`src/motion_pkg.sv`:
```
// Purpose: Shared constants for the motion target and following-error monitor.
// Assumes: One 125 MHz control clock; a millisecond time base is derived from it.
// Notes: Object-dictionary indices double as the register addresses of the block.
// What this block does
// - Raise following error after position error exceeds its window longer than the timeout.
// - Following error timeout is 16-bit milliseconds, reset value 0064 hex.
// - With a reaction configured, a following error also records an error-history entry.
// - In position modes, target reached when position error is below the window.
// - Position window of all ones disables target-reached position monitoring.
// - Position window is 32-bit unsigned, symmetric, reset value 000000A hex.
// - Position must stay in window for the position window time first.
// - Velocity demand shows the ramp output and feeds the speed controller.
// - Velocity actual register tracks measured speed every cycle.
// - In profile velocity mode, target reached when speed error is below window.
// - Speed must stay in window for the velocity window time, reset zero.
// - Target torque is signed 16-bit per mille, used in torque modes.
// - Torque is scaled so rated torque equals rated motor current.
// - Maximum torque is 16-bit unsigned per mille, reset value zero.
// - Following error window of all ones switches following error monitoring off.
package motion_pkg;

  // Object-dictionary indices used as register addresses.
  localparam logic [15:0] IDX_FERR_WINDOW = 16'h6065;
  localparam logic [15:0] IDX_FERR_TIMEOUT = 16'h6066;
  localparam logic [15:0] IDX_POS_WINDOW = 16'h6067;
  localparam logic [15:0] IDX_POS_WINDOW_TIME = 16'h6068;
  localparam logic [15:0] IDX_VEL_DEMAND = 16'h606B;
  localparam logic [15:0] IDX_VEL_ACTUAL = 16'h606C;
  localparam logic [15:0] IDX_VEL_WINDOW = 16'h606D;
  localparam logic [15:0] IDX_VEL_WINDOW_TIME = 16'h606E;
  localparam logic [15:0] IDX_TARGET_TORQUE = 16'h6071;
  localparam logic [15:0] IDX_MAX_TORQUE = 16'h6072;

  // Reset values of the writable settings.
  localparam logic [31:0] RST_FERR_WINDOW = 32'h00000100;
  localparam logic [15:0] RST_FERR_TIMEOUT = 16'h0064;
  localparam logic [31:0] RST_POS_WINDOW = 32'h0000000A;
  localparam logic [15:0] RST_POS_WINDOW_TIME = 16'h0064;
  localparam logic [15:0] RST_VEL_WINDOW = 16'h001E;
  localparam logic [15:0] RST_VEL_WINDOW_TIME = 16'h0000;
  localparam logic [15:0] RST_TARGET_TORQUE = 16'h0000;
  localparam logic [15:0] RST_MAX_TORQUE = 16'h0000;

  // A window holding this pattern switches its monitor off.
  localparam logic [31:0] WINDOW_OFF = 32'hFFFFFFFF;

  // Status word bit positions driven by this block.
  localparam int STATUS_TARGET_BIT = 10;
  localparam int STATUS_FERR_BIT = 13;

  // Operating mode codes.
  localparam logic [7:0] MODE_PROFILE_POSITION = 8'h01;
  localparam logic [7:0] MODE_PROFILE_VELOCITY = 8'h03;
  localparam logic [7:0] MODE_PROFILE_TORQUE = 8'h04;
  localparam logic [7:0] MODE_INTERP_POSITION = 8'h07;
  localparam logic [7:0] MODE_CS_TORQUE = 8'h0A;

  // Torque values are thousandths of rated torque.
  localparam logic [15:0] TORQUE_FULL_SCALE = 16'h03E8;

  // Millisecond time base.
  localparam int CLK_PERIOD_NS = 8;
  localparam int MS_NS = 1000000;
  localparam int CYCLES_PER_MS = MS_NS / CLK_PERIOD_NS;

endpackage

```
`src/dwell_timer.sv`:
```
// Purpose: Millisecond dwell timer that qualifies a condition held for a set time.
// Assumes: ms_tick is a one-cycle pulse once per millisecond on the same clock.
// Notes: STRICT=1 asks for longer than the limit, STRICT=0 for at least the limit.
`timescale 1ns/1ps
module dwell_timer #(
  parameter int WIDTH = 16,
  parameter bit STRICT = 1'b0
) (
  input wire logic clk,
  input wire logic rst,
  input wire logic ce,
  input wire logic ms_tick,
  input wire logic cond,
  input wire logic [WIDTH-1:0] limit,
  output logic done
);

  logic [WIDTH:0] count;
  wire saturated = count[WIDTH];
  wire [WIDTH:0] wide_limit = {1'b0, limit};
  wire reached = STRICT ? (count > wide_limit) : (count >= wide_limit);

  // Count whole milliseconds while the condition holds; a drop restarts from zero.
  // The count saturates one past the widest limit so done never wraps away.
  always_ff @(posedge clk or posedge rst) begin
    if (rst) begin
      count <= '0;
    end else if (ce) begin
      if (!cond) begin
        count <= '0;
      end else if (ms_tick && !saturated) begin
        count <= count + 1'b1;
      end
    end
  end

  // Done only while the condition still holds, so it falls at once on exit.
  assign done = cond && reached;
endmodule

```
`src/motion_target_window_monitor.sv`:
```
// Purpose: Following-error and target-reached monitoring plus velocity and torque setpoints.
// Assumes: All feedback inputs come from logic on clk; no synchronisers are needed.
// Notes: Accesses use the object index as address and are answered one cycle later.
`timescale 1ns/1ps
module motion_target_window_monitor #(
  parameter int CYCLES_PER_MS = motion_pkg::CYCLES_PER_MS
) (
  input wire logic clk,
  input wire logic rst,
  input wire logic ce,
  input wire logic [15:0] od_index,
  input wire logic od_write,
  input wire logic od_read,
  input wire logic [31:0] od_wdata,
  output logic [31:0] od_rdata,
  output logic od_ack,
  output logic od_error,
  input wire logic [7:0] op_mode,
  input wire logic signed [31:0] demand_position,
  input wire logic signed [31:0] actual_position,
  input wire logic signed [31:0] target_position,
  input wire logic signed [31:0] ramp_velocity,
  input wire logic signed [31:0] measured_velocity,
  input wire logic signed [31:0] target_velocity,
  input wire logic [15:0] rated_current,
  input wire logic reaction_configured,
  output logic [15:0] status_bits,
  output logic following_error,
  output logic target_reached,
  output logic error_entry,
  output logic reaction_request,
  output logic signed [31:0] velocity_setpoint,
  output logic signed [15:0] torque_setpoint,
  output logic signed [15:0] current_setpoint
);

  // Magnitude of the difference of two signed words, exact over the full range.
  function automatic logic [32:0] abs_diff(input logic [31:0] a, input logic [31:0] b);
    logic [32:0] d;
    d = {a[31], a} - {b[31], b};
    return d[32] ? (33'h000000000 - d) : d;
  endfunction

  // Settings and read-only values.
  logic [31:0] ferr_window;
  logic [15:0] ferr_timeout;
  logic [31:0] pos_window;
  logic [15:0] pos_window_time;
  logic [31:0] velocity_demand;
  logic [31:0] velocity_actual;
  logic [15:0] vel_window;
  logic [15:0] vel_window_time;
  logic [15:0] target_torque;
  logic [15:0] max_torque;
  logic [$clog2(CYCLES_PER_MS)-1:0] ms_count;
  logic ms_tick;

  // Index decode for the object port.
  wire hit_ferr_window = od_index == motion_pkg::IDX_FERR_WINDOW;
  wire hit_ferr_timeout = od_index == motion_pkg::IDX_FERR_TIMEOUT;
  wire hit_pos_window = od_index == motion_pkg::IDX_POS_WINDOW;
  wire hit_pos_time = od_index == motion_pkg::IDX_POS_WINDOW_TIME;
  wire hit_vel_demand = od_index == motion_pkg::IDX_VEL_DEMAND;
  wire hit_vel_actual = od_index == motion_pkg::IDX_VEL_ACTUAL;
  wire hit_vel_window = od_index == motion_pkg::IDX_VEL_WINDOW;
  wire hit_vel_time = od_index == motion_pkg::IDX_VEL_WINDOW_TIME;
  wire hit_target_torque = od_index == motion_pkg::IDX_TARGET_TORQUE;
  wire hit_max_torque = od_index == motion_pkg::IDX_MAX_TORQUE;
  wire hit_read_only = hit_vel_demand || hit_vel_actual;
  wire hit_writable = hit_ferr_window || hit_ferr_timeout || hit_pos_window || hit_pos_time
    || hit_vel_window || hit_vel_time || hit_target_torque || hit_max_torque;
  wire access = od_write || od_read;
  wire write_ok = od_write && hit_writable;
  wire bad_access = od_write ? !hit_writable : !(hit_writable || hit_read_only);

  // Read selection; narrow objects sit in the low bits with zeros above.
  wire [31:0] read_value =
    hit_ferr_window ? ferr_window :
    hit_ferr_timeout ? {16'h0000, ferr_timeout} :
    hit_pos_window ? pos_window :
    hit_pos_time ? {16'h0000, pos_window_time} :
    hit_vel_demand ? velocity_demand :
    hit_vel_actual ? velocity_actual :
    hit_vel_window ? {16'h0000, vel_window} :
    hit_vel_time ? {16'h0000, vel_window_time} :
    hit_target_torque ? {16'h0000, target_torque} :
    hit_max_torque ? {16'h0000, max_torque} : 32'h00000000;

  // Writable settings; read-only objects ignore writes and flag an error.
  always_ff @(posedge clk or posedge rst) begin
    if (rst) begin
      ferr_window <= motion_pkg::RST_FERR_WINDOW;
      ferr_timeout <= motion_pkg::RST_FERR_TIMEOUT;
      pos_window <= motion_pkg::RST_POS_WINDOW;
      pos_window_time <= motion_pkg::RST_POS_WINDOW_TIME;
      vel_window <= motion_pkg::RST_VEL_WINDOW;
      vel_window_time <= motion_pkg::RST_VEL_WINDOW_TIME;
      target_torque <= motion_pkg::RST_TARGET_TORQUE;
      max_torque <= motion_pkg::RST_MAX_TORQUE;
    end else if (ce && write_ok) begin
      if (hit_ferr_window) ferr_window <= od_wdata;
      if (hit_ferr_timeout) ferr_timeout <= od_wdata[15:0];
      if (hit_pos_window) pos_window <= od_wdata;
      if (hit_pos_time) pos_window_time <= od_wdata[15:0];
      if (hit_vel_window) vel_window <= od_wdata[15:0];
      if (hit_vel_time) vel_window_time <= od_wdata[15:0];
      if (hit_target_torque) target_torque <= od_wdata[15:0];
      if (hit_max_torque) max_torque <= od_wdata[15:0];
    end
  end

  // Answer every access one cycle later with registered data.
  always_ff @(posedge clk or posedge rst) begin
    if (rst) begin
      od_rdata <= 32'h00000000;
      od_ack <= 1'b0;
      od_error <= 1'b0;
    end else if (ce) begin
      od_ack <= access;
      od_error <= access && bad_access;
      od_rdata <= (od_read && !od_write) ? read_value : 32'h00000000;
    end
  end

  // Velocity values are sampled every cycle so the master sees live data.
  always_ff @(posedge clk or posedge rst) begin
    if (rst) begin
      velocity_demand <= 32'h00000000;
      velocity_actual <= 32'h00000000;
    end else if (ce) begin
      velocity_demand <= ramp_velocity;
      velocity_actual <= measured_velocity;
    end
  end

  // The speed controller takes the same word the master reads back.
  assign velocity_setpoint = velocity_demand;

  // Millisecond tick; dwell times are quantised to whole ticks.
  always_ff @(posedge clk or posedge rst) begin
    if (rst) begin
      ms_count <= '0;
      ms_tick <= 1'b0;
    end else if (ce) begin
      ms_tick <= ms_count == ($clog2(CYCLES_PER_MS))'(CYCLES_PER_MS - 1);
      if (ms_count == ($clog2(CYCLES_PER_MS))'(CYCLES_PER_MS - 1)) begin
        ms_count <= '0;
      end else begin
        ms_count <= ms_count + 1'b1;
      end
    end
  end

  // Window comparisons; an all-ones following-error or position window switches its monitor off.
  wire [32:0] ferr_error = abs_diff(actual_position, demand_position);
  wire [32:0] pos_error = abs_diff(actual_position, target_position);
  wire [32:0] vel_error = abs_diff(measured_velocity, target_velocity);
  wire ferr_enabled = ferr_window != motion_pkg::WINDOW_OFF;
  wire pos_enabled = pos_window != motion_pkg::WINDOW_OFF;
  wire ferr_outside = ferr_enabled && (ferr_error > {1'b0, ferr_window});
  wire pos_inside = pos_enabled && (pos_error < {1'b0, pos_window});
  wire vel_inside = vel_error < {17'h00000, vel_window};
  wire pos_mode = (op_mode == motion_pkg::MODE_PROFILE_POSITION)
    || (op_mode == motion_pkg::MODE_INTERP_POSITION);
  wire vel_mode = op_mode == motion_pkg::MODE_PROFILE_VELOCITY;
  wire torque_mode = (op_mode == motion_pkg::MODE_PROFILE_TORQUE)
    || (op_mode == motion_pkg::MODE_CS_TORQUE);
  wire ferr_done;
  wire pos_done;
  wire vel_done;

  // The following error must last longer than the timeout.
  dwell_timer #(.WIDTH(16), .STRICT(1'b1)) ferr_timer (
    .clk(clk),
    .rst(rst),
    .ce(ce),
    .ms_tick(ms_tick),
    .cond(ferr_outside),
    .limit(ferr_timeout),
    .done(ferr_done)
  );

  // Position dwell uses its own window time, not the following-error timeout.
  dwell_timer #(.WIDTH(16), .STRICT(1'b0)) pos_timer (
    .clk(clk),
    .rst(rst),
    .ce(ce),
    .ms_tick(ms_tick),
    .cond(pos_inside && pos_mode),
    .limit(pos_window_time),
    .done(pos_done)
  );

  // Velocity dwell; a zero time reports at the first cycle inside the window.
  dwell_timer #(.WIDTH(16), .STRICT(1'b0)) vel_timer (
    .clk(clk),
    .rst(rst),
    .ce(ce),
    .ms_tick(ms_tick),
    .cond(vel_inside && vel_mode),
    .limit(vel_window_time),
    .done(vel_done)
  );

  wire next_target_reached = pos_mode ? pos_done : (vel_mode ? vel_done : 1'b0);
  wire ferr_rise = ferr_done && !following_error;

  // Status flags and the one-shot error reaction on a new following error.
  always_ff @(posedge clk or posedge rst) begin
    if (rst) begin
      following_error <= 1'b0;
      target_reached <= 1'b0;
      error_entry <= 1'b0;
      reaction_request <= 1'b0;
    end else if (ce) begin
      following_error <= ferr_done;
      target_reached <= next_target_reached;
      reaction_request <= ferr_rise && reaction_configured;
      error_entry <= ferr_rise && reaction_configured;
    end
  end

  // Only bits 10 and 13 of the status word belong to this block.
  always_comb begin
    status_bits = 16'h0000;
    status_bits[motion_pkg::STATUS_TARGET_BIT] = target_reached;
    status_bits[motion_pkg::STATUS_FERR_BIT] = following_error;
  end

  // Torque clamp; a zero limit holds the applied torque at zero.
  wire [16:0] torque_mag = target_torque[15] ? (17'h00000 - {1'b1, target_torque})
    : {1'b0, target_torque};
  wire over_limit = torque_mag > {1'b0, max_torque};
  wire [15:0] clamp_neg = 16'h0000 - max_torque;
  wire [15:0] clamped = over_limit ? (target_torque[15] ? clamp_neg : max_torque)
    : target_torque;
  wire [15:0] next_torque = torque_mode ? clamped : 16'h0000;
  // Scaling by rated current costs a divider; it runs once per cycle, not per sample.
  wire signed [32:0] current_product = $signed(next_torque) * $signed({1'b0, rated_current});
  wire signed [32:0] current_scaled = current_product
    / $signed({17'h00000, motion_pkg::TORQUE_FULL_SCALE});

  always_ff @(posedge clk or posedge rst) begin
    if (rst) begin
      torque_setpoint <= 16'sh0000;
      current_setpoint <= 16'sh0000;
    end else if (ce) begin
      torque_setpoint <= $signed(next_torque);
      current_setpoint <= current_scaled[15:0];
    end
  end
endmodule

```
`config.mk`:
```
export PLATFORM = sky130hd
export DESIGN_NAME = motion_target_window_monitor
export DESIGN_NICKNAME = d
export VERILOG_FILES = /design/src/motion_pkg.sv /design/src/dwell_timer.sv /design/src/motion_target_window_monitor.sv
export SDC_FILE = /design/constraint.sdc
export NUM_CORES = 2
export LEC_CHECK = 0
export CORE_MARGIN = 1.5
export CORE_UTILIZATION = 50
export CTS_CLUSTER_SIZE = 40
export DETAILED_ROUTE_END_ITERATION = 10
export DONT_BUFFER_PORTS = 1
export PLACE_DENSITY = 0.68
export SLEW_MARGIN = 15
export SYNTH_ARGS = -nofsm -noshare
export SYNTH_HDL_FRONTEND = slang
export SYNTH_SLANG_ARGS = --single-unit
```
`constraint.sdc`:
```
create_clock -name clk -period 31 [get_ports clk]
set_clock_uncertainty 0.05 [all_clocks]
set_input_delay 9.3 -clock clk [delete_from_list [all_inputs] [get_ports clk]]
set_output_delay 9.3 -clock clk [all_outputs]
set_load 0.03 [all_outputs]
```
==> implementation parameters <==
Parameter                              Value

Status
  Result of the run    finished, violations left
  Violations in the final reports    setup timing

Logic synthesis
  Flops & latches, synth    approximately 360
  Post-synthesis cell count    between 5000 and 6000
  Post-Synthesis Cell Area    43500 um2
  Most frequent cells after synthesis    579 x sky130_fd_sc_hd__inv_1, 491 x sky130_fd_sc_hd__nand2_1, 371 x sky130_fd_sc_hd__ha_1, 349 x sky130_fd_sc_hd__dfrtp_1, 328 x sky130_fd_sc_hd__nor2_1
  Fraction of synthesis flops using an asynchronous set or reset pin    100%
  Number of unique standard cell types used by synthesis    140
  Most area-hungry cell type in the Yosys netlist    sky130_fd_sc_hd__dfrtp_1
  Share of the synthesized area in the top cell type    approximately a fifth
  Yosys warnings    0
  Share of the yosys chip area belonging to registers    20.8%
  Number of synthesized flops with an enable pin    0
  Synthesized area per cell    approximately 8.3 um2
  Top cells by area in the synthesized netlist    sky130_fd_sc_hd__dfrtp_1 20%, sky130_fd_sc_hd__ha_1 11%, sky130_fd_sc_hd__fa_1 9.1%
  Cell with the most instances after synthesis    sky130_fd_sc_hd__inv_1
  Synth Flop Type    sky130_fd_sc_hd__dfrtp_1

Floorplan
  Die Span Y    around 300 um
  Die ar.    88900 um2
  Area of the core    86500 um2
  Count of pins on the block boundary    between 300 and 400
  Number of core rows    around 110
  Starting density of the core    50.4%
  Die outline width    ~300 um

Power
  Pint    roughly 890 uW
  Sequential share of power    39.5%
  Switching share of power    31.1%
  Part of the power in the clock network    between 40% and 50%
  Worst vdd ir    around 0.047 mV
  Net switching power of the design    404 uW
  Leakage    0.0254 uW
  Power per cell area    between 20 and 25 nW/um2
  Combinational share of power    ~20%
  Overall power after layout    around 1300 uW

Placed design
  Placement Cell Area    about 50000 um2
  Final HPWL DP    around 120 mm
  Weighted congestion at the end of routability-driven global placement    1.01
  Cell Count Post-Placement    6844
  Quantity of I/O buffers inserted on ports    0

Worst setup path
  Slowest cell on crit path    sky130_fd_sc_hd__or4b_4
  Number of cells on the worst reg-to-reg path    109
  Slowest stage delay, CP    640 ps
  Critical path buffer and inverter count    20
  Required time of the worst setup path    ~31000 ps
  Peak fanout along the critical path    7
  Endpoint kind of the worst setup timing path    flop
  Stages on the worst setup path    96
  Critical path startpoint category    input port
  Most used cell, CP    sky130_fd_sc_hd__buf_4
  Cell family with most CP delay    compound AO/OA/AOI/OAI gates
  Kind of critical path    input port to flop
  Arrival time at the worst endpoint    31720 ps

Global route
  Global-route track usage on met1    a little under two fifths
  Number of global-route vias before repair    41200
  Most heavily used metal layer in global routing    met2
  Grt met3 use    4.84%
  GR Overflow Total    0
  Maximum number of pins on one net before global-route repair    roughly 180
  All-layer global routing usage    about a third
  Met2 usage in global routing    about 55%
  Number of antenna violations at the first check in global routing    2
  First-pass GRT wire length    around 230 mm

Route
  Count of antenna-violating nets left after detailed routing    0
  Number of vias per cell after detailed routing    about 6
  Total wirelength of the detailed-routed design    145 mm
  Number of search-and-repair iterations in the first detailed-routing pass    8
  Drt drc    0
  Detail-routed net length per standard cell    about 20 um
  Total number of vias    between 40000 and 50000
  Number of DRC violations after detailed-routing iteration 0    about 3100

Clocking
  H-tree Lvls    2
  CTS root buffer    sky130_fd_sc_hd__clkbuf_16
  Number of hold buffers added after cts    0
  Clock-pin slew of the registers on the worst-case setup and hold paths    60 ps
  Cts bufs inserted    43
  Maximum number of buffers from clock root to sink    3
  Sink count of the clock tree    362
  Clock insertion delay at the later pin of the skew report    630 ps
  TritonCTS clock tree    yes

Run
  Maximum Capacitance Violations    0

Timing
  Final worst-path cycle share    101%
  F_max    between 30 and 40 MHz
  Setup total negative slack    -2410 ps
  Final setup slack of the worst path    -295 ps
  Final count of hold timing violations    0
  Post-Route Hold Slack    approximately 440 ps
  Total setup violations reported at the end of the flow    14
  Unrepaired setup endpoints after global routing    yes
  Max-Slew Margin vs Limit    roughly a fifth
  Slew of the pin with the lowest slew margin    1190 ps
  Max Slew Vio Count    0
  Shortest clock period the worst path allows after layout    between 30000 and 40000 ps

Final layout
  Area used by multi-input combinational logic    around 33000 um2
  Number of cells in the finished layout apart from fillers    7011
  Fraction of final layout cells sized beyond drive strength 1    a little under a quarter
  Area added between synthesis and finish    23.0%
  Sequential cell area in the final layout    9070 um2
  Finished layout cell area    roughly 54000 um2
  Net count reported at finish    ~6700
  Layout fillers    between 7000 and 8000

Hold path
  Hold path cells    1
  Worst hold path type    flop to flop
==> metrics by stage <==
stage	util, %	setup WS (ps)
global placement	57.8	-969
detailed placement	57.8	-1270
finish	62.0	-295
global route	61.9	-1180
floorplan	-	-285
CTS	60.1	-9.67
==> placed cells by master (no fill, tap or decap), types with 28 or more instances in the layout <==
master and count:
sky130_fd_sc_hd__nand2_1 479, sky130_fd_sc_hd__and2_1 155, sky130_fd_sc_hd__nand2b_1 47, sky130_fd_sc_hd__ha_1 358, sky130_fd_sc_hd__o21bai_1 72, sky130_fd_sc_hd__buf_4 715
sky130_fd_sc_hd__nor2_1 313, sky130_fd_sc_hd__nor4_1 29, sky130_fd_sc_hd__or3_1 36, sky130_fd_sc_hd__clkbuf_16 44, sky130_fd_sc_hd__a21oi_1 245, sky130_fd_sc_hd__xor2_1 130
sky130_fd_sc_hd__xnor2_1 218, sky130_fd_sc_hd__o21ai_1 35, sky130_fd_sc_hd__nor2b_1 56, sky130_fd_sc_hd__nand4_1 79, sky130_fd_sc_hd__a21o_1 73, sky130_fd_sc_hd__o21ai_0 276
sky130_fd_sc_hd__dfrtp_1 349, sky130_fd_sc_hd__a31oi_1 35, sky130_fd_sc_hd__nand3_1 96, sky130_fd_sc_hd__fa_1 195, sky130_fd_sc_hd__and3_1 35, sky130_fd_sc_hd__a221oi_1 48
sky130_fd_sc_hd__nor3_1 71, sky130_fd_sc_hd__o211ai_1 37, sky130_fd_sc_hd__a22o_1 28, sky130_fd_sc_hd__inv_1 566, sky130_fd_sc_hd__mux2_2 119
==> power groups by stage <==
stage | Clock, uW | Combinational (uW) | Sequential [uW]
detailed placement | 0 | 251 | 521
global route | 555 | 285 | 514
CTS | 536 | 254 | 512
finish | 528 | 256 | 513
global placement | 0 | 245 | 520
floorplan | 0 | 202 | 513
==> per-layer routing <==
metal | routed length, um | part of all wire [%]
met1 | 56800 | 39
met2 | 69900 | 48
met3 | 9500 | 6.6
met4 | 8260 | 5.7
met5 | 0 | 0
==> cells by family (layout without fill, tap and decap cells) <==
kind of cell | after synthesis | count (layout) | share of synthesized area (%)
XOR/XNOR | 366 | 366 | 7.45
flip-flops | 362 | 362 | 20.8
adder cells (fa/ha/maj) | 570 | 570 | 19.8
multiplexers | 155 | 155 | 3.97
AND/OR/NAND/NOR | 1641 | 1641 | 19.1
buffers and inverters | 805 | 1416 | 7.26
other | 1 | 16 | 0.00861
AO/OA/AOI/OAI | 1329 | 1330 | 21.7
==> worst reg2reg max path: cells and delay by family (launching register included) <==
kind,cells,cell delay (ps)
AND/OR/NAND/NOR,33,7450
multiplexers,3,960
buffers and inverters,23,3380
flip-flops,1,520
adder cells (fa/ha/maj),9,3890
XOR/XNOR,4,690
AO/OA/AOI/OAI,37,8380
==> worst paths after layout <==
path | slack [ps] | start | end
setup reg to reg | 5530 | target_torque[2] | current_setpoint[14]
max in group asynchronous | 20580 | rst | velocity_setpoint[29]
setup / recovery | -290 | op_mode[5] | current_setpoint[14]
hold / removal | 440 | ms_count[5] | ms_count[5]
min in group asynchronous | 8620 | rst | torque_setpoint[10]
hold reg to reg | 440 | ms_count[5] | ms_count[5]
==> flip-flops by register name, summed over array words and instances (netlist names), 17 cells and up <==
register / cells
ferr_window: 32
vel_timer.count: 17
od_rdata: 32
ms_count: 17
velocity_setpoint: 32
pos_window: 32
velocity_actual: 32
ferr_timer.count: 17
pos_timer.count: 17
==> what timing repair did <==
item / in CTS / in global routing
gates resized for setup: 78 / 227
endpoints found under the setup margin: 16 / 16
setup buffers: 17 / 73
gates cloned: 1 / 1
pin swaps: 36 / 147
==> area by class of cell <==
| type | instances | share of cell area (%) |
|---|---|---|
| Timing Repair Buffer | 756 | 11.1 |
| Sequential cell | 362 | 16.9 |
| Multi-Input combinational cell | 4076 | 62.4 |
| Clock inverter | 17 | 0.420 |
| Tap cell | 1155 | 2.70 |
| Antenna cell | 2 | 0.00934 |
| Inverter | 582 | 4.10 |
| Clock buffer | 61 | 2.30 |
(Power assumes the default switching activity.)
